$ cat src/logic/qpd_pkg.sv
// Package for the quadrature position decoder: register map, field layout, widths.
// Assumes a 32-bit AXI4-Lite register bus on one clock.
package qpd_pkg;
    localparam int QPD_DW = 32;
    localparam int QPD_AW = 8;
    // Register byte offsets
    localparam logic [7:0] QPD_CTRL_OFS = 8'h00;
    localparam logic [7:0] QPD_LIMIT_OFS = 8'h04;
    localparam logic [7:0] QPD_POS_OFS = 8'h08;
    localparam logic [7:0] QPD_STAT_OFS = 8'h0C;
    localparam logic [7:0] QPD_RAW_OFS = 8'h10;
    localparam logic [7:0] QPD_MASKED_OFS = 8'h14;
    localparam logic [7:0] QPD_IMASK_OFS = 8'h18;
    localparam logic [7:0] QPD_ICLR_OFS = 8'h1C;
    // Control fields
    localparam int QPD_CTRL_EN = 0;
    localparam int QPD_CTRL_BOTH = 1;
    localparam int QPD_CTRL_IDXRST = 2;
    localparam int QPD_CTRL_STEPDIR = 3;
    localparam int QPD_CTRL_SWAP = 4;
    localparam int QPD_CTRL_W = 5;
    // Interrupt bit positions
    localparam int QPD_IRQ_ERR = 0;
    localparam int QPD_IRQ_DIR = 1;
    localparam int QPD_IRQ_TMR = 2;
    localparam int QPD_IRQ_IDX = 3;
    localparam int QPD_IRQ_W = 4;
    // Status fields
    localparam int QPD_STAT_ERR = 0;
    localparam int QPD_STAT_REV = 1;
    localparam logic [31:0] QPD_DIR_FWD = 32'h0000_0001;
    localparam logic [31:0] QPD_DIR_REV = 32'hFFFF_FFFF;
    localparam logic [1:0] QPD_RESP_OKAY = 2'h0;
    localparam logic [1:0] QPD_RESP_SLVERR = 2'h2;
endpackage

$ cat src/logic/qpd_axil_slave.sv
// AXI4-Lite slave front end: one write and one read at a time, fixed latency.
// Assumes a single aclk domain; register decode lives in the parent.
`timescale 1ns/10ps
`default_nettype none
module qpd_axil_slave
    import qpd_pkg::*;
(
    input wire logic aclk,
    input wire logic aresetn,
    input wire logic [QPD_AW-1:0] s_axi_awaddr,
    input wire logic s_axi_awvalid,
    output logic s_axi_awready,
    input wire logic [QPD_DW-1:0] s_axi_wdata,
    input wire logic [3:0] s_axi_wstrb,
    input wire logic s_axi_wvalid,
    output logic s_axi_wready,
    output logic [1:0] s_axi_bresp,
    output logic s_axi_bvalid,
    input wire logic s_axi_bready,
    input wire logic [QPD_AW-1:0] s_axi_araddr,
    input wire logic s_axi_arvalid,
    output logic s_axi_arready,
    output logic [QPD_DW-1:0] s_axi_rdata,
    output logic [1:0] s_axi_rresp,
    output logic s_axi_rvalid,
    input wire logic s_axi_rready,
    output logic wr_go,
    output logic [QPD_AW-1:0] wr_addr,
    output logic [QPD_DW-1:0] wr_data,
    output logic [3:0] wr_strb,
    input wire logic wr_ok,
    output logic [QPD_AW-1:0] rd_addr,
    input wire logic [QPD_DW-1:0] rd_data,
    input wire logic rd_ok
);
    typedef struct packed {
        logic aw_got;
        logic w_got;
        logic [QPD_AW-1:0] awaddr;
        logic [QPD_DW-1:0] wdata;
        logic [3:0] wstrb;
        logic bvalid;
        logic [1:0] bresp;
        logic rvalid;
        logic [QPD_DW-1:0] rdata;
        logic [1:0] rresp;
    } qpd_bus_s;
    qpd_bus_s st_ff;
    qpd_bus_s nxt_st;

    // Address and data captured in either order; response after both
    always_comb
    begin
        nxt_st = st_ff;
        wr_go = 1'b0;
        if (s_axi_awvalid & s_axi_awready)
        begin
            nxt_st.aw_got = 1'b1;
            nxt_st.awaddr = s_axi_awaddr;
        end
        if (s_axi_wvalid & s_axi_wready)
        begin
            nxt_st.w_got = 1'b1;
            nxt_st.wdata = s_axi_wdata;
            nxt_st.wstrb = s_axi_wstrb;
        end
        if (st_ff.aw_got & st_ff.w_got & !st_ff.bvalid)
        begin
            wr_go = 1'b1;
            nxt_st.bvalid = 1'b1;
            nxt_st.bresp = wr_ok ? QPD_RESP_OKAY : QPD_RESP_SLVERR;
            nxt_st.aw_got = 1'b0;
            nxt_st.w_got = 1'b0;
        end
        if (st_ff.bvalid & s_axi_bready)
            nxt_st.bvalid = 1'b0;
        if (s_axi_arvalid & s_axi_arready)
        begin
            nxt_st.rvalid = 1'b1;
            nxt_st.rdata = rd_ok ? rd_data : '0;
            nxt_st.rresp = rd_ok ? QPD_RESP_OKAY : QPD_RESP_SLVERR;
        end
        else if (st_ff.rvalid & s_axi_rready)
            nxt_st.rvalid = 1'b0;
    end

    // Ready is held off until the previous response has gone
    assign s_axi_awready = !st_ff.aw_got & !st_ff.bvalid;
    assign s_axi_wready = !st_ff.w_got & !st_ff.bvalid;
    assign s_axi_arready = !st_ff.rvalid;
    assign s_axi_bvalid = st_ff.bvalid;
    assign s_axi_bresp = st_ff.bresp;
    assign s_axi_rvalid = st_ff.rvalid;
    assign s_axi_rdata = st_ff.rdata;
    assign s_axi_rresp = st_ff.rresp;
    assign wr_addr = st_ff.awaddr;
    assign wr_data = st_ff.wdata;
    assign wr_strb = st_ff.wstrb;
    assign rd_addr = s_axi_araddr;

    always_ff @(posedge aclk)
    begin
        if (!aresetn)
            st_ff <= '0;
        else
            st_ff <= nxt_st;
    end
endmodule
`default_nettype wire

$ cat src/logic/qpd_edge_decode.sv
// Edge decoder: turns channel samples into step, direction and phase error pulses.
// Assumes channel inputs are already synchronous to aclk.
`timescale 1ns/10ps
`default_nettype none
module qpd_edge_decode
    import qpd_pkg::*;
(
    input wire logic aclk,
    input wire logic aresetn,
    input wire logic enable,
    input wire logic count_both_channels,
    input wire logic step_direction_input_mode,
    input wire logic channel_exchange_on,
    input wire logic channel_a_in,
    input wire logic channel_b_in,
    output logic step,
    output logic step_reverse,
    output logic phase_error
);
    typedef struct packed {
        logic a;
        logic b;
    } qpd_dec_s;
    qpd_dec_s st_ff;
    qpd_dec_s nxt_st;
    logic a_w;
    logic b_w;
    logic a_edge;
    logic b_edge;

    // Exchange before any decoding, in both input modes
    assign a_w = channel_exchange_on ? channel_b_in : channel_a_in;
    assign b_w = channel_exchange_on ? channel_a_in : channel_b_in;
    assign a_edge = a_w ^ st_ff.a;
    assign b_edge = b_w ^ st_ff.b;

    // Decode; nothing fires while disabled
    always_comb
    begin
        nxt_st.a = a_w;
        nxt_st.b = b_w;
        step = 1'b0;
        step_reverse = 1'b0;
        phase_error = 1'b0;
        if (enable)
        begin
            if (step_direction_input_mode)
            begin
                // Rising clock edge is a step, level on B is sense
                step = a_edge & a_w;
                step_reverse = b_w;
            end
            else if (a_edge & b_edge)
            begin
                phase_error = 1'b1;
            end
            else
            begin
                step = a_edge | (b_edge & count_both_channels);
                // A leads B is forward: after an A edge, A differs from B
                step_reverse = a_edge ? (a_w == b_w) : (a_w != b_w);
            end
        end
    end

    always_ff @(posedge aclk)
    begin
        if (!aresetn)
            st_ff <= '0;
        else
            st_ff <= nxt_st;
    end
endmodule
`default_nettype wire

$ cat src/logic/qpd_top.sv
// Quadrature position decoder with AXI4-Lite registers and one interrupt line.
// Assumes encoder inputs synchronous to aclk; velocity timer expiry arrives as a pulse.
//
// Functional notes
// - Option counts edges of channel A only, or of both channels.
// - Option lets index pulse reset the position; off means index leaves position unchanged.
// - Option picks quadrature inputs or step clock plus direction level.
// - Option exchanges both channel inputs before any decoding.
// - In reset mode limit bounds position and a reverse index loads the limit.
// - Enable starts decoding; clearing it stops all decoding.
// - Direction reads as status bit 1: 0 forward, 1 reverse, held after motion stops.
// - Error flag sets when both quadrature inputs change together.
// - Interrupt status has error, direction, timer and index bits.
// - Each source has a mask bit; only enabled ones drive the interrupt.
// - Raw and masked status readable; masked is raw AND mask.
// - Writing a clear mask clears selected sources until they recur.
// - Position readable anytime; unaligned until first index in reset mode.
// - Sources raise on index, timer expiry, direction change, phase error.
// - Direction from edge order in quadrature; from level in step mode.
// - Without index reset the position is relative, never index-reset.
// - Velocity timer events count only while decoding is enabled.
//
// Local design decisions: the register addresses and the AXI4-Lite interface to the registers.
`timescale 1ns/10ps
`default_nettype none
module qpd_top
    import qpd_pkg::*;
#(
    parameter int POS_W = 32
)
(
    input wire logic aclk,
    input wire logic aresetn,
    input wire logic channel_a_in,
    input wire logic channel_b_in,
    input wire logic index_in,
    input wire logic velocity_timer_expired,
    output logic velocity_step,
    output logic irq,
    input wire logic [QPD_AW-1:0] s_axi_awaddr,
    input wire logic s_axi_awvalid,
    output logic s_axi_awready,
    input wire logic [QPD_DW-1:0] s_axi_wdata,
    input wire logic [3:0] s_axi_wstrb,
    input wire logic s_axi_wvalid,
    output logic s_axi_wready,
    output logic [1:0] s_axi_bresp,
    output logic s_axi_bvalid,
    input wire logic s_axi_bready,
    input wire logic [QPD_AW-1:0] s_axi_araddr,
    input wire logic s_axi_arvalid,
    output logic s_axi_arready,
    output logic [QPD_DW-1:0] s_axi_rdata,
    output logic [1:0] s_axi_rresp,
    output logic s_axi_rvalid,
    input wire logic s_axi_rready
);
    typedef struct packed {
        logic [QPD_CTRL_W-1:0] ctrl;
        logic [POS_W-1:0] limit;
        logic [POS_W-1:0] pos;
        logic err;
        logic rev;
        logic [QPD_IRQ_W-1:0] raw;
        logic [QPD_IRQ_W-1:0] mask;
        logic idx_prev;
        logic irq;
        logic vstep;
    } qpd_top_s;
    qpd_top_s st_ff;
    qpd_top_s nxt_st;

    logic step;
    logic step_reverse;
    logic phase_error;
    logic wr_go;
    logic [QPD_AW-1:0] wr_addr;
    logic [QPD_DW-1:0] wr_data;
    logic [3:0] wr_strb;
    logic wr_ok;
    logic [QPD_AW-1:0] rd_addr;
    logic [QPD_DW-1:0] rd_data;
    logic rd_ok;
    logic enable;
    logic idx_rise;
    logic [QPD_IRQ_W-1:0] events;

    // Byte-lane merge, used for every writable register except the clear register
    function automatic logic [QPD_DW-1:0] lane_merge(input logic [QPD_DW-1:0] old_v,
        input logic [QPD_DW-1:0] new_v, input logic [3:0] strb);
        logic [QPD_DW-1:0] r;
        r = old_v;
        for (int i = 0; i < 4; i++)
            if (strb[i])
                r[i*8 +: 8] = new_v[i*8 +: 8];
        return r;
    endfunction

    assign enable = st_ff.ctrl[QPD_CTRL_EN];

    qpd_edge_decode u_dec (
        .aclk(aclk),
        .aresetn(aresetn),
        .enable(enable),
        .count_both_channels(st_ff.ctrl[QPD_CTRL_BOTH]),
        .step_direction_input_mode(st_ff.ctrl[QPD_CTRL_STEPDIR]),
        .channel_exchange_on(st_ff.ctrl[QPD_CTRL_SWAP]),
        .channel_a_in(channel_a_in),
        .channel_b_in(channel_b_in),
        .step(step),
        .step_reverse(step_reverse),
        .phase_error(phase_error)
    );

    qpd_axil_slave u_bus (
        .aclk(aclk),
        .aresetn(aresetn),
        .s_axi_awaddr(s_axi_awaddr),
        .s_axi_awvalid(s_axi_awvalid),
        .s_axi_awready(s_axi_awready),
        .s_axi_wdata(s_axi_wdata),
        .s_axi_wstrb(s_axi_wstrb),
        .s_axi_wvalid(s_axi_wvalid),
        .s_axi_wready(s_axi_wready),
        .s_axi_bresp(s_axi_bresp),
        .s_axi_bvalid(s_axi_bvalid),
        .s_axi_bready(s_axi_bready),
        .s_axi_araddr(s_axi_araddr),
        .s_axi_arvalid(s_axi_arvalid),
        .s_axi_arready(s_axi_arready),
        .s_axi_rdata(s_axi_rdata),
        .s_axi_rresp(s_axi_rresp),
        .s_axi_rvalid(s_axi_rvalid),
        .s_axi_rready(s_axi_rready),
        .wr_go(wr_go),
        .wr_addr(wr_addr),
        .wr_data(wr_data),
        .wr_strb(wr_strb),
        .wr_ok(wr_ok),
        .rd_addr(rd_addr),
        .rd_data(rd_data),
        .rd_ok(rd_ok)
    );

    // Index detected on its rising edge, only while enabled
    assign idx_rise = enable & index_in & !st_ff.idx_prev;

    // Event sources for the sticky status bits
    always_comb
    begin
        events = '0;
        events[QPD_IRQ_ERR] = phase_error;
        events[QPD_IRQ_DIR] = step & (step_reverse != st_ff.rev);
        events[QPD_IRQ_TMR] = velocity_timer_expired & enable;
        events[QPD_IRQ_IDX] = idx_rise;
    end

    // Read decode: every mapped word answers OKAY, others SLVERR
    always_comb
    begin
        rd_data = '0;
        rd_ok = 1'b1;
        unique case (rd_addr)
            QPD_CTRL_OFS: rd_data[QPD_CTRL_W-1:0] = st_ff.ctrl;
            QPD_LIMIT_OFS: rd_data[POS_W-1:0] = st_ff.limit;
            QPD_POS_OFS: rd_data[POS_W-1:0] = st_ff.pos;
            QPD_STAT_OFS:
            begin
                rd_data[QPD_STAT_ERR] = st_ff.err;
                rd_data[QPD_STAT_REV] = st_ff.rev;
            end
            QPD_RAW_OFS: rd_data[QPD_IRQ_W-1:0] = st_ff.raw;
            QPD_MASKED_OFS: rd_data[QPD_IRQ_W-1:0] = st_ff.raw & st_ff.mask;
            QPD_IMASK_OFS: rd_data[QPD_IRQ_W-1:0] = st_ff.mask;
            QPD_ICLR_OFS: rd_data = '0;
            default: rd_ok = 1'b0;
        endcase
    end

    assign wr_ok = (wr_addr == QPD_CTRL_OFS) | (wr_addr == QPD_LIMIT_OFS) | (wr_addr == QPD_POS_OFS)
        | (wr_addr == QPD_IMASK_OFS) | (wr_addr == QPD_ICLR_OFS);

    // Main next-state logic; hardware events win over software clears
    always_comb
    begin
        logic [QPD_DW-1:0] w;
        logic [QPD_IRQ_W-1:0] clr;
        w = '0;
        clr = '0;
        nxt_st = st_ff;
        nxt_st.idx_prev = index_in;
        nxt_st.vstep = step;
        if (wr_go)
        begin
            unique case (wr_addr)
                QPD_CTRL_OFS:
                begin
                    w = lane_merge(QPD_DW'(st_ff.ctrl), wr_data, wr_strb);
                    nxt_st.ctrl = w[QPD_CTRL_W-1:0];
                end
                QPD_LIMIT_OFS:
                begin
                    w = lane_merge(QPD_DW'(st_ff.limit), wr_data, wr_strb);
                    nxt_st.limit = w[POS_W-1:0];
                end
                QPD_POS_OFS:
                begin
                    w = lane_merge(QPD_DW'(st_ff.pos), wr_data, wr_strb);
                    nxt_st.pos = w[POS_W-1:0];
                end
                QPD_IMASK_OFS:
                begin
                    w = lane_merge(QPD_DW'(st_ff.mask), wr_data, wr_strb);
                    nxt_st.mask = w[QPD_IRQ_W-1:0];
                end
                QPD_ICLR_OFS: clr = wr_data[QPD_IRQ_W-1:0];
                default: ;
            endcase
        end
        // Position counting, index handling has priority over a step
        if (idx_rise & st_ff.ctrl[QPD_CTRL_IDXRST])
            nxt_st.pos = st_ff.rev ? st_ff.limit : '0;
        else if (step)
        begin
            if (step_reverse)
                nxt_st.pos = (st_ff.ctrl[QPD_CTRL_IDXRST] && st_ff.pos == '0) ? st_ff.limit
                    : st_ff.pos - 1'b1;
            else
                nxt_st.pos = (st_ff.ctrl[QPD_CTRL_IDXRST] && st_ff.pos >= st_ff.limit) ? '0
                    : st_ff.pos + 1'b1;
        end
        if (step)
            nxt_st.rev = step_reverse;
        if (phase_error)
            nxt_st.err = 1'b1;
        nxt_st.raw = (st_ff.raw & ~clr) | events;
        nxt_st.irq = |(nxt_st.raw & nxt_st.mask);
    end

    assign irq = st_ff.irq;
    assign velocity_step = st_ff.vstep;

    always_ff @(posedge aclk)
    begin
        if (!aresetn)
            st_ff <= '0;
        else
            st_ff <= nxt_st;
    end
endmodule
`default_nettype wire

$ cat config.mk
export PLATFORM = sky130hd
export DESIGN_NAME = qpd_top
export DESIGN_NICKNAME = d
export VERILOG_FILES = /design/src/logic/qpd_pkg.sv /design/src/logic/qpd_axil_slave.sv /design/src/logic/qpd_edge_decode.sv /design/src/logic/qpd_top.sv
export SDC_FILE = /design/constraint.sdc
export NUM_CORES = 1
export LEC_CHECK = 0
export BUFFER_PORTS_ARGS = -buffer_cell sky130_fd_sc_hd__buf_2
export CAP_MARGIN = 20
export CORE_ASPECT_RATIO = 0.9
export CORE_MARGIN = 2
export CORE_UTILIZATION = 45
export DETAILED_ROUTE_END_ITERATION = 7
export PLACE_DENSITY_LB_ADDON = 0.12
export SLEW_MARGIN = 10
export SYNTH_ARGS = -nofsm -noshare
export SYNTH_HDL_FRONTEND = slang
export SYNTH_SLANG_ARGS = --single-unit
export TNS_END_PERCENT = 10
$ cat constraint.sdc
create_clock -name aclk -period 8.7 [get_ports aclk]
set_input_delay 1.74 -clock aclk [delete_from_list [all_inputs] [get_ports aclk]]
set_output_delay 1.74 -clock aclk [all_outputs]
set_load 0.05 [all_outputs]
Word level (Yosys, flattened, before mapping). Cells that the tools add are included.

Flip-flop bits (word level): 168. Latch bits: 0. RAM bits: 0. ROM bits: 0. Output and inout port bits: 43. Word-level logic and storage cells: 145. Memories: 0.

Add/sub/neg operators: 2. Multipliers: 0. Div/mod/pow operators: 0. $lt $le $gt $ge: 1. Eq/ne operators: 14. Shift operators: 0. Mux-type cells: 40. Bitwise logic cells: 30. Reductions and logical operators: 30.

Operator list (count): 32-bit two-way mux (9); 27-bit case mux with 2 select lines (1); 8-bit by 5-bit == test with 1-bit output, second input constant (6); 32-bit by 1-bit adder with 32-bit output, second input constant (1); 32-bit greater-or-equal comparator (1); 32-bit logical NOT (1); 8-bit two-way mux (4); 32-bit by 1-bit subtractor with 32-bit output, second input constant (1); 3-bit AND reduction (9); 8-bit by 4-bit == test with 1-bit output, second input constant (3); 4-bit two-way mux (5); 3-bit nonzero test (6); 1-bit AND (17); 8-bit by 3-bit == test with 1-bit output, second input constant (2); 8-bit logical NOT (2); 1-bit two-way mux (16); 2-bit case mux with 7 select lines (1); 4-bit AND (3); 2-bit case mux with 6 select lines (1); 8-bit OR reduction (1); 1-bit logical NOT (5); 1-bit OR (5); 2-bit two-way mux (2); 4-bit NOT (1); 10 further kinds (14).

Depth between registers and ports, before layout. Gate-level depths: netlist (run 1).

Depth in word-level cells: 11. Depth in mapped cells: 11. Mapped depth without buffers: 9.

Cells and area by module. A second synthesis (run 1) with hierarchy kept.

Cell total of the unflattened synthesis: 1454. Area total of the unflattened synthesis: 11010.6 um^2.

Modules (own cells, without submodules): qpd_top (times used 1, cells an instance 975, area an instance 7023.0 um^2, sequential area each 1641.6 um^2); qpd_axil_slave (times used 1, cells an instance 455, area an instance 3771.1 um^2, sequential area each 1641.6 um^2); qpd_edge_decode (times used 1, cells an instance 24, area an instance 216.5 um^2, sequential area each 40.0 um^2).

Least setup slack after synthesis (run 1). Ideal clock, no wire load.

Path type: input to register. From: input channel_b_in. To: register st_ff[19] (netlist bit). Setup time: 0.152 ns. Arrival time: 3.947 ns. Path slack: 4.601 ns. Stages: 11. Path buffers: 2. Cell sequence: mux2_2 > ha_1 > or4_1 > o22ai_1 > o21ai_2 > nand3_1 > nor3_1 > buf_4 > buf_4 > a31oi_1 > o32ai_1.

Longest elaborated chain between the ends: 9. Elaborated cells on any way between the ends: 24.

Ends and longest elaborated chain: start: declaration (line qpd_top.sv:35) `input wire logic channel_b_in,`; 1-bit two-way mux, on equally long branches (line qpd_edge_decode.sv:33, qpd_edge_decode.sv:32); 1-bit XOR (tied with other cells) (line qpd_edge_decode.sv:35) `assign b_edge = b_w ^ st_ff.b;`; 1-bit AND (tied with other cells) (line qpd_edge_decode.sv:59) `step = a_edge | (b_edge & count_both_channels);`; 1-bit OR or 1-bit two-way mux (tied branches) (line qpd_edge_decode.sv:59, qpd_edge_decode.sv:53); 1-bit two-way mux, on equally long branches (line qpd_edge_decode.sv:53, qpd_edge_decode.sv:47); 1-bit two-way mux, on equally long branches (line qpd_edge_decode.sv:47, qpd_edge_decode.sv:45); 1-bit two-way mux or 32-bit two-way mux (tied branches) (line qpd_edge_decode.sv:45, qpd_top.sv:225); 3-bit nonzero test (no line) or 32-bit two-way mux (tied branches); 3-bit AND reduction (no line) or 32-bit two-way mux (tied branches); end signal: assignment (line qpd_top.sv:248) `st_ff <= nxt_st;`; end: declaration (line qpd_top.sv:70) `qpd_top_s st_ff;`.

Parallel ways exist; a longest one is shown, timed or not. A chain may end at the register's enable or synchronous reset.

Worst setup path after layout (run 1).
From: input channel_b_in. To: register st_ff[35] (netlist bit).

Longest elaborated chain between the ends: 9. Elaborated cells on any way between the ends: 24.

Ends and longest elaborated chain: 1-bit two-way mux * (line qpd_edge_decode.sv:32) `assign a_w = channel_exchange_on ? channel_b_in : channel_a_in;`; named net u_dec.a_w (line qpd_edge_decode.sv:26) `logic a_w;`; 1-bit != test (tied with other cells) (line qpd_edge_decode.sv:61) `step_reverse = a_edge ? (a_w == b_w) : (a_w != b_w);`; 1-bit two-way mux or 1-bit AND (tied branches) (line qpd_edge_decode.sv:61, qpd_edge_decode.sv:53); 1-bit two-way mux (line qpd_edge_decode.sv:53) `else if (a_edge & b_edge)`; 1-bit two-way mux (line qpd_edge_decode.sv:47) `if (step_direction_input_mode)`; 1-bit two-way mux (line qpd_edge_decode.sv:45) `if (enable)`; 32-bit two-way mux (line qpd_top.sv:225) `if (step_reverse)`; 32-bit two-way mux (line qpd_top.sv:223) `else if (step)`; 32-bit two-way mux (line qpd_top.sv:221) `if (idx_rise & st_ff.ctrl[QPD_CTRL_IDXRST])`.

The timed path passes the listed nets; every way through them passes the cells marked *.

==> results of run 1 <==
==> area by class of cell <==
cell class              count  area (sq um)
clock inverters            15           175
repair buffers            119           654
fillers                  2283         11300
clock buffers              17           425
well taps                 297           372
inverters                  47           179
flip-flops and latches    166          3320
multi-input cells        1022          5980
==> cell usage after synthesis, types with 4 or more instances <==
| cell type | n | area share (%) |
|---|---|---|
| a211oi_1 | 17 | 1.3 |
| a21o_1 | 4 | 0.29 |
| a21oi_1 | 168 | 8.3 |
| a221o_1 | 4 | 0.39 |
| a221oi_1 | 16 | 1.4 |
| a22oi_1 | 37 | 2.7 |
| a311oi_1 | 5 | 0.43 |
| a31oi_1 | 8 | 0.49 |
| and2_1 | 7 | 0.43 |
| and3_1 | 15 | 0.92 |
| and4_1 | 8 | 0.69 |
| buf_1 | 8 | 0.29 |
| buf_2 | 12 | 0.59 |
| buf_4 | 38 | 2.8 |
| buf_6 | 4 | 0.44 |
| clkbuf_1 | 80 | 2.9 |
| dfxtp_1 | 166 | 33 |
| ha_1 | 36 | 4.4 |
| inv_1 | 47 | 1.7 |
| mux2i_1 | 17 | 1.7 |
| nand2_1 | 214 | 7.9 |
| nand2b_1 | 6 | 0.37 |
| nand3_1 | 57 | 2.8 |
| nand3b_1 | 4 | 0.29 |
| nand4_1 | 17 | 1.0 |
| nor2_1 | 138 | 5.1 |
| nor2b_1 | 5 | 0.31 |
| nor3_1 | 26 | 1.3 |
| nor4_1 | 4 | 0.25 |
| o2111ai_1 | 4 | 0.34 |
| o211ai_1 | 13 | 0.96 |
| o21ai_0 | 45 | 2.2 |
| o21ai_1 | 8 | 0.39 |
| o22ai_1 | 6 | 0.37 |
| o32ai_1 | 4 | 0.34 |
| or2_2 | 7 | 0.43 |
| or3_1 | 10 | 0.61 |
| or4_1 | 6 | 0.44 |
| xnor2_1 | 27 | 2.3 |
| xor2_1 | 20 | 1.7 |
==> metal layers <==
metal	track usage, %	vias to the layer above	part of all wire [%]
met5	0	-	0
met4	6.02	0	1.3
met3	7.09	26	10
met2	34.7	456	38
met1	41.7	4538	51
li1	-	4807	-
==> final timing paths <==
check | start | to | slack [ns] | cells after the start
worst max-delay path | channel_b_in | st_ff[35] | 4.45 | 11
worst min-delay path | u_bus.wr_addr[0] | u_bus.wr_addr[0] | 0.46 | 2
worst max register to register | st_ff[81] | st_ff[35] | 5.33 | 10
worst min register to register | u_bus.wr_addr[0] | u_bus.wr_addr[0] | 0.46 | 2
==> flip-flops by register name, summed over array words and instances, names as in the netlist <==
name,cells
enable,1
irq,1
st_ff,79
u_bus.s_axi_bresp,1
u_bus.s_axi_bvalid,1
u_bus.s_axi_rdata,32
u_bus.s_axi_rresp,1
u_bus.s_axi_rvalid,1
u_bus.st_ff,2
u_bus.wr_addr,8
u_bus.wr_data,32
u_bus.wr_strb,4
u_dec.st_ff,2
velocity_step,1
==> placed cells by master, fill, tap and decap left out, drive strengths merged, types with 10 or more instances in the layout <==
master  count
o21ai      54
nor3       28
xor2       20
a221oi     17
inv        56
ha         36
nor2      139
nand4      18
nand3      58
mux2i      19
and3       15
buf       119
dfxtp     166
nand2     214
a21oi     168
clkbuf     17
o211ai     13
or3        10
a211oi     20
a22oi      37
xnor2      28
==> power groups by stage <==
stage               sequential (W)  combinational (W)  clock [W]
finish                    0.000802           0.000126   0.000784
CTS                       0.000801           0.000125   0.000800
global placement          0.000818           0.000123          0
detailed placement        0.000819           0.000125          0
floorplan                 0.000810          0.0000931          0
global route              0.000805           0.000141   0.000827
==> cell families after synthesis <==
logic type	count (synthesis)	share of synthesized area [%]
simple gates	544	25.0
compound gates	370	22.6
buf+inv	189	8.81
flops	166	32.6
xor+xnor	48	4.20
fa+ha+maj	36	4.42
mux	22	2.27
other cells	1	0.0368
==> through the flow <==
step	utilization, %	instance area [sq um]
2_1_floorplan	-	10200
3_3_place_gp	46.8	10500
3_5_place_dp	46.9	10500
4_1_cts	49.6	11100
5_1_grt	49.6	11100
6_report	49.6	11100
==> worst reg2reg max path, stage by stage, from the launching register on <==
cell	delay [ns]
dfxtp_1	0.45
mux2_2	0.38
ha_1	0.35
or4_1	0.14
o22ai_1	0.11
o21ai_2	0.52
nand3_1	0.26
nor2_1	0.46
buf_6	0.25
nand2b_1	0.08
a311oi_1	0.26
==> metrics.cfg, run 1 <==
[sta]
finalSetupTns_ns=0
rsz0062_at_grt=false
fmax_mhz=235
max-slew-margin-rel_pct=32.0
hold_viol_final=0
finalSetupViolations=0
period_needed_ns=4.25
fin_skew_ns=0.0161
setup_ws_ns=4.45
slew_violations=0
tightest_slew_ns=1.02
timing.final.crit_share_pct=48.9
whs_ns=0.456

[placed_design]
hpwlAfterDp_um=22200
gp_congestion=0.900
dp_slack_ns=4.14
post-place-cells=1650
port_buffers=103

[final_layout]
final_cells=1683
syn_to_final_growth_pct=9.05
nets=1472
n_antenna_cell=0
drive_above_1_share_pct=13.3

[power]
p_switching_w=0.000478
peakVddDrop_mv=0.128
p_comb_share_pct=7.4
swShare_pct=27.9
power_w=0.00171
p_leak_nw=4.30
seqPwrFrac_pct=46.8
p_per_area_nw_per_um2=154
intPower_w=0.00123
clockPowerShare_pct=45.8

[clocking]
cts.sinks=166
numCtsBuffers=17
post_cts_resized=0
clk-insertion-delay-late_ns=0.44
ctsHtreeMaxLevel=4
clockBufferDepth=2
clk_pin_slew_ns=0.07
cts_hold_buf=0
cts-root-buf=clkbuf_16
cts_setup_buffers=0
cts_tree=done

[critical_path]
crit_slowest_cell=o21ai_2
crit_path_max_incr_delay_ns=0.52
startpoint_type=input port
cp_data_arrival_time_ns=4.59
critPathKind=in -> reg
cpLargestDelayFamily=simple AND/OR/NAND/NOR gates
cp.required_ns=9.04
worstPathCellList=buf_2 -> mux2_2 -> ha_1 -> or4_1 -> o22ai_1 -> o21ai_2 -> nand3_1 -> nor2_1 -> buf_6 -> nand2b_1 -> a311oi_1
crit_fanout=11
cp_num_buf_inv=2
setup.worst_path.end_class=register

[grt]
grt_pass1_wl_um=49700
antenna_found_initial=0
grt_max_degree=97
grt_pass1_vias=8915
grt_overflow_total=0
grt_usage_pct=26.3

[yosys]
syn_inst=1376
syn_avg_cell_area_sq_um=7.40
ys_async_sr_fraction_pct=0
synth-edff-count=0
synth_top_flop_cell=dfxtp_1
syn_area_sq_um=10200
seq_area_frac_synth_pct=32.6
ys_ff_latch=166
yosysWarnings=0
synth_cell_types=79

[detailed_routing]
drtAntennaViolNets=0
drc=0
vias=9827
post_drt_wl_per_cell_um=18.5
drtIter0Drc=998
routed_wl_um=31100
drt-pass1-iter-count=6
via_per_inst=5.84

[floorplan]
die-area_sq_um=23900
start_util_pct=45.5
die_y_um=147
fp-row-count=52
die_x_um=163
pin_count=106
core-area_sq_um=22400

[outcome]
status=finished clean

[min_path]
hold_path_class=reg -> reg

[run]
drv_cap=0

(Power assumes the default switching activity.)
==> run 2, diff against run 1 <==
clock period = 4.3 ns   (was 8.7 ns; I/O delays follow)
==> metrics.cfg, run 2 (same netlist as run 1, synthesis figures left out) <==
[outcome]
status=finished clean

[detailed_routing]
top_layer=met4
post_drt_wl_per_cell_um=18.7  ; +1.2%
drtIter0Drc=1024  ; +2.6%
dr_wl_met3_um=3350  ; +5.7%
via_per_inst=5.89  ; +0.94%
drt-pass1-iter-count=5  ; -1
drc=0  ; unchanged
vias=9984  ; +1.6%
wl_met2_um=12100  ; +2.8%
wl_met1_um=15900  ; +0.35%
drtAntennaViolNets=0  ; unchanged
routed_wl_um=31700  ; +1.9%

[power]
peakVddDrop_mv=0.229  ; +79%
p_leak_nw=4.37  ; +1.6%
power_w=0.00348  ; +100%
p_per_area_nw_per_um2=311  ; +100%

[sta]
finalSetupViolations=0  ; unchanged
setup_ws_ns=1.00  ; -3.45 ns
fin_skew_ns=0.0121  ; -0.00398 ns
rsz0062_at_grt=false
hold_viol_final=0  ; unchanged
max-slew-margin-rel_pct=45.9  ; +14 points
tightest_slew_ns=0.810  ; -0.210 ns
period_needed_ns=3.30
slew_violations=0  ; unchanged
timing.final.crit_share_pct=76.7
fmax_mhz=303
whs_ns=0.453  ; -0.00252 ns
finalSetupTns_ns=0  ; unchanged

[placed_design]
gp_congestion=0.919  ; +2.1%
post-place-cells=1662  ; +0.73%
dp_slack_ns=0.595  ; -3.54 ns
port_buffers=103  ; unchanged
hpwlAfterDp_um=22800  ; +2.9%

[floorplan]
die-area_sq_um=23900  ; unchanged
die_x_um=163  ; unchanged
die_y_um=147  ; unchanged
start_util_pct=45.5  ; unchanged
core-area_sq_um=22400  ; unchanged
pin_count=106  ; unchanged
fp-row-count=52  ; unchanged

[run]
drv_cap=0  ; unchanged

[clocking]
ctsHtreeMaxLevel=4  ; unchanged
cts_hold_buf=0  ; unchanged
cts_setup_buffers=0  ; unchanged
clockBufferDepth=2  ; unchanged
clk-insertion-delay-late_ns=0.44  ; about the same
numCtsBuffers=17  ; unchanged
post_cts_resized=0  ; unchanged
cts.sinks=166  ; unchanged
cts_tree=done
cts-root-buf=clkbuf_16
clk_pin_slew_ns=0.08  ; about the same

[critical_path]
cp.required_ns=4.65  ; -4.39 ns
critPathKind=in -> reg
crit_fanout=10  ; -1
cp_data_arrival_time_ns=3.65  ; -0.94 ns
setup.worst_path.end_class=register
startpoint_type=input port

[final_layout]
syn_to_final_growth_pct=9.93
nets=1483  ; +0.75%
most-common-layout-cells=nand2_1, a21oi_1, dfxtp_1
fillerInstances=2271  ; -0.53%
final_cells=1694  ; +0.65%
regMostFlops=st_ff
drive_above_1_share_pct=14.0  ; +0.75 points
n_antenna_cell=0  ; unchanged
largest_reg_flops=79  ; unchanged
layout.cells.most_common=nand2_1

[grt]
grt_usage_pct=26.4  ; +0.048 points
grt_pass1_wl_um=49300  ; -0.87%
grt_max_degree=61  ; -37%
grt_pass1_vias=8577  ; -3.8%
grt_overflow_total=0  ; unchanged
antenna_found_initial=0  ; unchanged

[min_path]
hold_path_class=reg -> reg

-- run 2: changes by cell type in the layout (fill, tap and decap cells not counted), sizes merged --
cell / previous run / this run
clkinvlp: 2 / 0
inv: 56 / 54
clkinv: 3 / 7
buf: 119 / 130
-- run 2: area by class of cell --
type | instances | area [sq um] | area share [%]
clock buffer | 17 | 425 | 3.80
inverter | 47 | 179 | 1.60
sequential | 166 | 3320 | 29.7
multi-input combinational | 1022 | 5980 | 53.4
tap | 297 | 372 | 3.32
timing repair buffer | 130 | 738 | 6.59
clock inverter | 15 | 179 | 1.60
-- run 2: worst max-delay path, stage by stage --
cell	delay, ns
buf_2	0.13
mux2_2	0.28
ha_1	0.35
or4_1	0.51
o22ai_1	0.26
o21ai_2	0.25
nor2b_1	0.46
and3_1	0.24
a211oi_1	0.05
a311oi_1	0.27
-- run 2: metal layers --
metal	GRT usage, %	up-vias
met3	5.65	36
li1	-	4839
met1	43.5	4628
met5	0	-
met2	33.7	481
met4	6.24	0
-- run 2: stage by stage --
stage / area [sq um] / utilization (%)
6_report: 11200 / 50.0
4_1_cts: 11200 / 50.0
3_5_place_dp: 10600 / 47.3
3_3_place_gp: 10600 / 47.2
2_1_floorplan: 10200 / -
5_1_grt: 11200 / 50.0
-- run 2: path summary, 6_finish.rpt --
kind | to | start | slack [ns] | cells after the start
setup / recovery | st_ff[35] | channel_b_in | 1.00 | 10
hold / removal | u_bus.wr_addr[5] | u_bus.wr_addr[5] | 0.45 | 2
setup reg to reg | st_ff[35] | st_ff[81] | 1.00 | 9
hold reg to reg | u_bus.wr_addr[5] | u_bus.wr_addr[5] | 0.45 | 2
-- run 2: power breakdown --
part / internal [W] / switching (W) / leakage (nW)
sequential: 0.00158 / 0.0000480 / 1.35
clock: 0.000835 / 0.000761 / 0.299
combinational: 0.0000870 / 0.000170 / 2.72
total: 0.00250 / 0.000979 / 4.37
==> run 3, diff against run 2 <==
clock period = 3.45 ns   (was 4.3 ns; I/O delays follow)
==> metrics.cfg, run 3 (same netlist as run 1, synthesis figures left out) <==
[final_layout]
nets=1552  ; +4.7%
fillerInstances=2235  ; -1.6%
seq_area_sq_um=3320  ; unchanged
n_antenna_cell=0  ; unchanged
regMostFlops=st_ff
drive_above_1_share_pct=17.9  ; +3.9 points
most-common-layout-cells=nand2_1, a21oi_1, dfxtp_1
layout.cells.most_common=nand2_1
multi_input_area_sq_um=5980  ; about the same
largest_reg_flops=79  ; unchanged
final_cells=1763  ; +4.1%
utilization_pct=52.3  ; +2.3 points
syn_to_final_growth_pct=14.9

[clocking]
cts_hold_buf=0  ; unchanged
clk_pin_slew_ns=0.07  ; about the same
cts_tree=done
cts-root-buf=clkbuf_16
post_cts_resized=0  ; unchanged
ctsHtreeMaxLevel=4  ; unchanged
cts_setup_buffers=0  ; unchanged
numCtsBuffers=17  ; unchanged
clockBufferDepth=2  ; unchanged
clk-insertion-delay-late_ns=0.44  ; about the same
cts.sinks=166  ; unchanged

[grt]
grt_pass1_vias=9209  ; +7.4%
grt_max_degree=69  ; +13%
grt_usage_pct=29.0  ; +2.6 points
antenna_found_initial=0  ; unchanged
grt_overflow_total=0  ; unchanged
grt_pass1_wl_um=53700  ; +8.9%

[placed_design]
post-place-cells=1731  ; +4.2%
gp_congestion=1.02  ; +11%
hpwlAfterDp_um=26300  ; +15%
port_buffers=103  ; unchanged

[floorplan]
pin_count=106  ; unchanged
start_util_pct=45.5  ; unchanged
die-area_sq_um=23900  ; unchanged
die_x_um=163  ; unchanged
core-area_sq_um=22400  ; unchanged
fp-row-count=52  ; unchanged
die_y_um=147  ; unchanged

[critical_path]
critPathLaunch=st_ff[81]
r2r-start=st_ff[81]
cp.required_ns=3.78  ; -0.87 ns
cp_num_buf_inv=2  ; +1
critPathKind=reg -> reg
cpLargestDelayFamily=simple AND/OR/NAND/NOR gates
setup.worst_path.end_class=register
r2r_slack_ns=0.20  ; -0.80 ns
crit_slowest_cell=or4_1
worstPathCellList=mux2_2 -> ha_1 -> or4_1 -> o22ai_1 -> o21ai_2 -> nand3_1 -> nor3_2 -> buf_4 -> buf_4 -> a31oi_1 -> o32ai_1
cp_data_arrival_time_ns=3.57  ; -0.08 ns
startpoint_type=register
crit_fanout=10  ; unchanged
crit_path_max_incr_delay_ns=0.55  ; +0.04 ns
cp_common_cell=buf_4

[min_path]
hold_path_class=in -> reg
hold_start=s_axi_rready

[sta]
hold_viol_final=0  ; unchanged
tightest_slew_ns=0.845  ; +0.0352 ns
fin_skew_ns=0.0118  ; -0.000320 ns
whs_ns=0.432  ; -0.0207 ns
timing.final.crit_share_pct=94.1
period_needed_ns=3.25
slew_violations=0  ; unchanged
rsz0062_at_grt=false
finalSetupViolations=0  ; unchanged
max-slew-margin-rel_pct=43.3  ; -2.6 points
fmax_mhz=308

[detailed_routing]
vias=10200  ; +2.3%
drc=0  ; unchanged
via_per_inst=5.79  ; -1.7%
drt-pass1-iter-count=5  ; unchanged
post_drt_wl_per_cell_um=19.6  ; +4.9%
routed_wl_um=34600  ; +9.1%
drtIter0Drc=1398  ; +37%
drtAntennaViolNets=0  ; unchanged

[power]
p_leak_nw=4.72  ; +8.1%
peakVddDrop_mv=0.290  ; +27%
p_per_area_nw_per_um2=366  ; +18%

[run]
drv_cap=0  ; unchanged

[outcome]
status=finished clean

[run 3: changes by cell type in the layout (fill, tap and decap cells not counted)]
cell | before | now
and2_1 | 6 | 7
and2_2 | 1 | 0
buf_12 | 0 | 2
buf_16 | 1 | 0
buf_4 | 26 | 94
clkbuf_1 | 0 | 1
clkinv_4 | 4 | 2
clkinv_8 | 2 | 1
clkinvlp_4 | 0 | 1
inv_6 | 1 | 3
inv_8 | 6 | 5
[run 3: where the power goes]
part	switching [W]	total [W]	leakage [nW]	internal, W
clock network	0.000906	0.00194	0.288	0.00103
registers	0.0000606	0.00202	1.35	0.00196
logic	0.000214	0.000323	3.08	0.000109
[run 3: final timing paths]
path / cells after the start / to
worst max register to register: 11 / st_ff[15]
worst min register to register: 2 / u_bus.wr_addr[5]
worst max-delay path: 11 / st_ff[15]
worst min-delay path: 2 / u_bus.s_axi_rvalid
[run 3: metrics by stage]
step                      total power, W  setup slack, ns  area, sq um  setup TNS [ns]
after floorplan                  0.00228            0.401        10200               0
after global placement           0.00238           0.0913        11100               0
after detailed placement         0.00239          -0.0173        11100         -0.0322
after CTS                        0.00431            0.288        11700               0
after global routing             0.00444           0.0894        11700               0
final                            0.00429            0.202        11700               0
[run 3: routing by layer]
| layer | share of wire, % | up-vias | global-route usage [%] |
|---|---|---|---|
| li1 | - | 4972 | - |
| met1 | 49 | 4683 | 46.0 |
| met2 | 36 | 525 | 35.2 |
| met3 | 14 | 36 | 11.7 |
| met4 | 1.4 | 0 | 6.68 |
| met5 | 0 | - | 0 |
[run 3: layout make-up]
class                      count  area share [%]
clock buffer                  18            3.67
clock inverter                14            1.36
inverter                      47            1.53
multi-input combinational   1022            51.1
sequential                   166            28.4
tap                          297            3.18
timing repair buffer         199            10.8
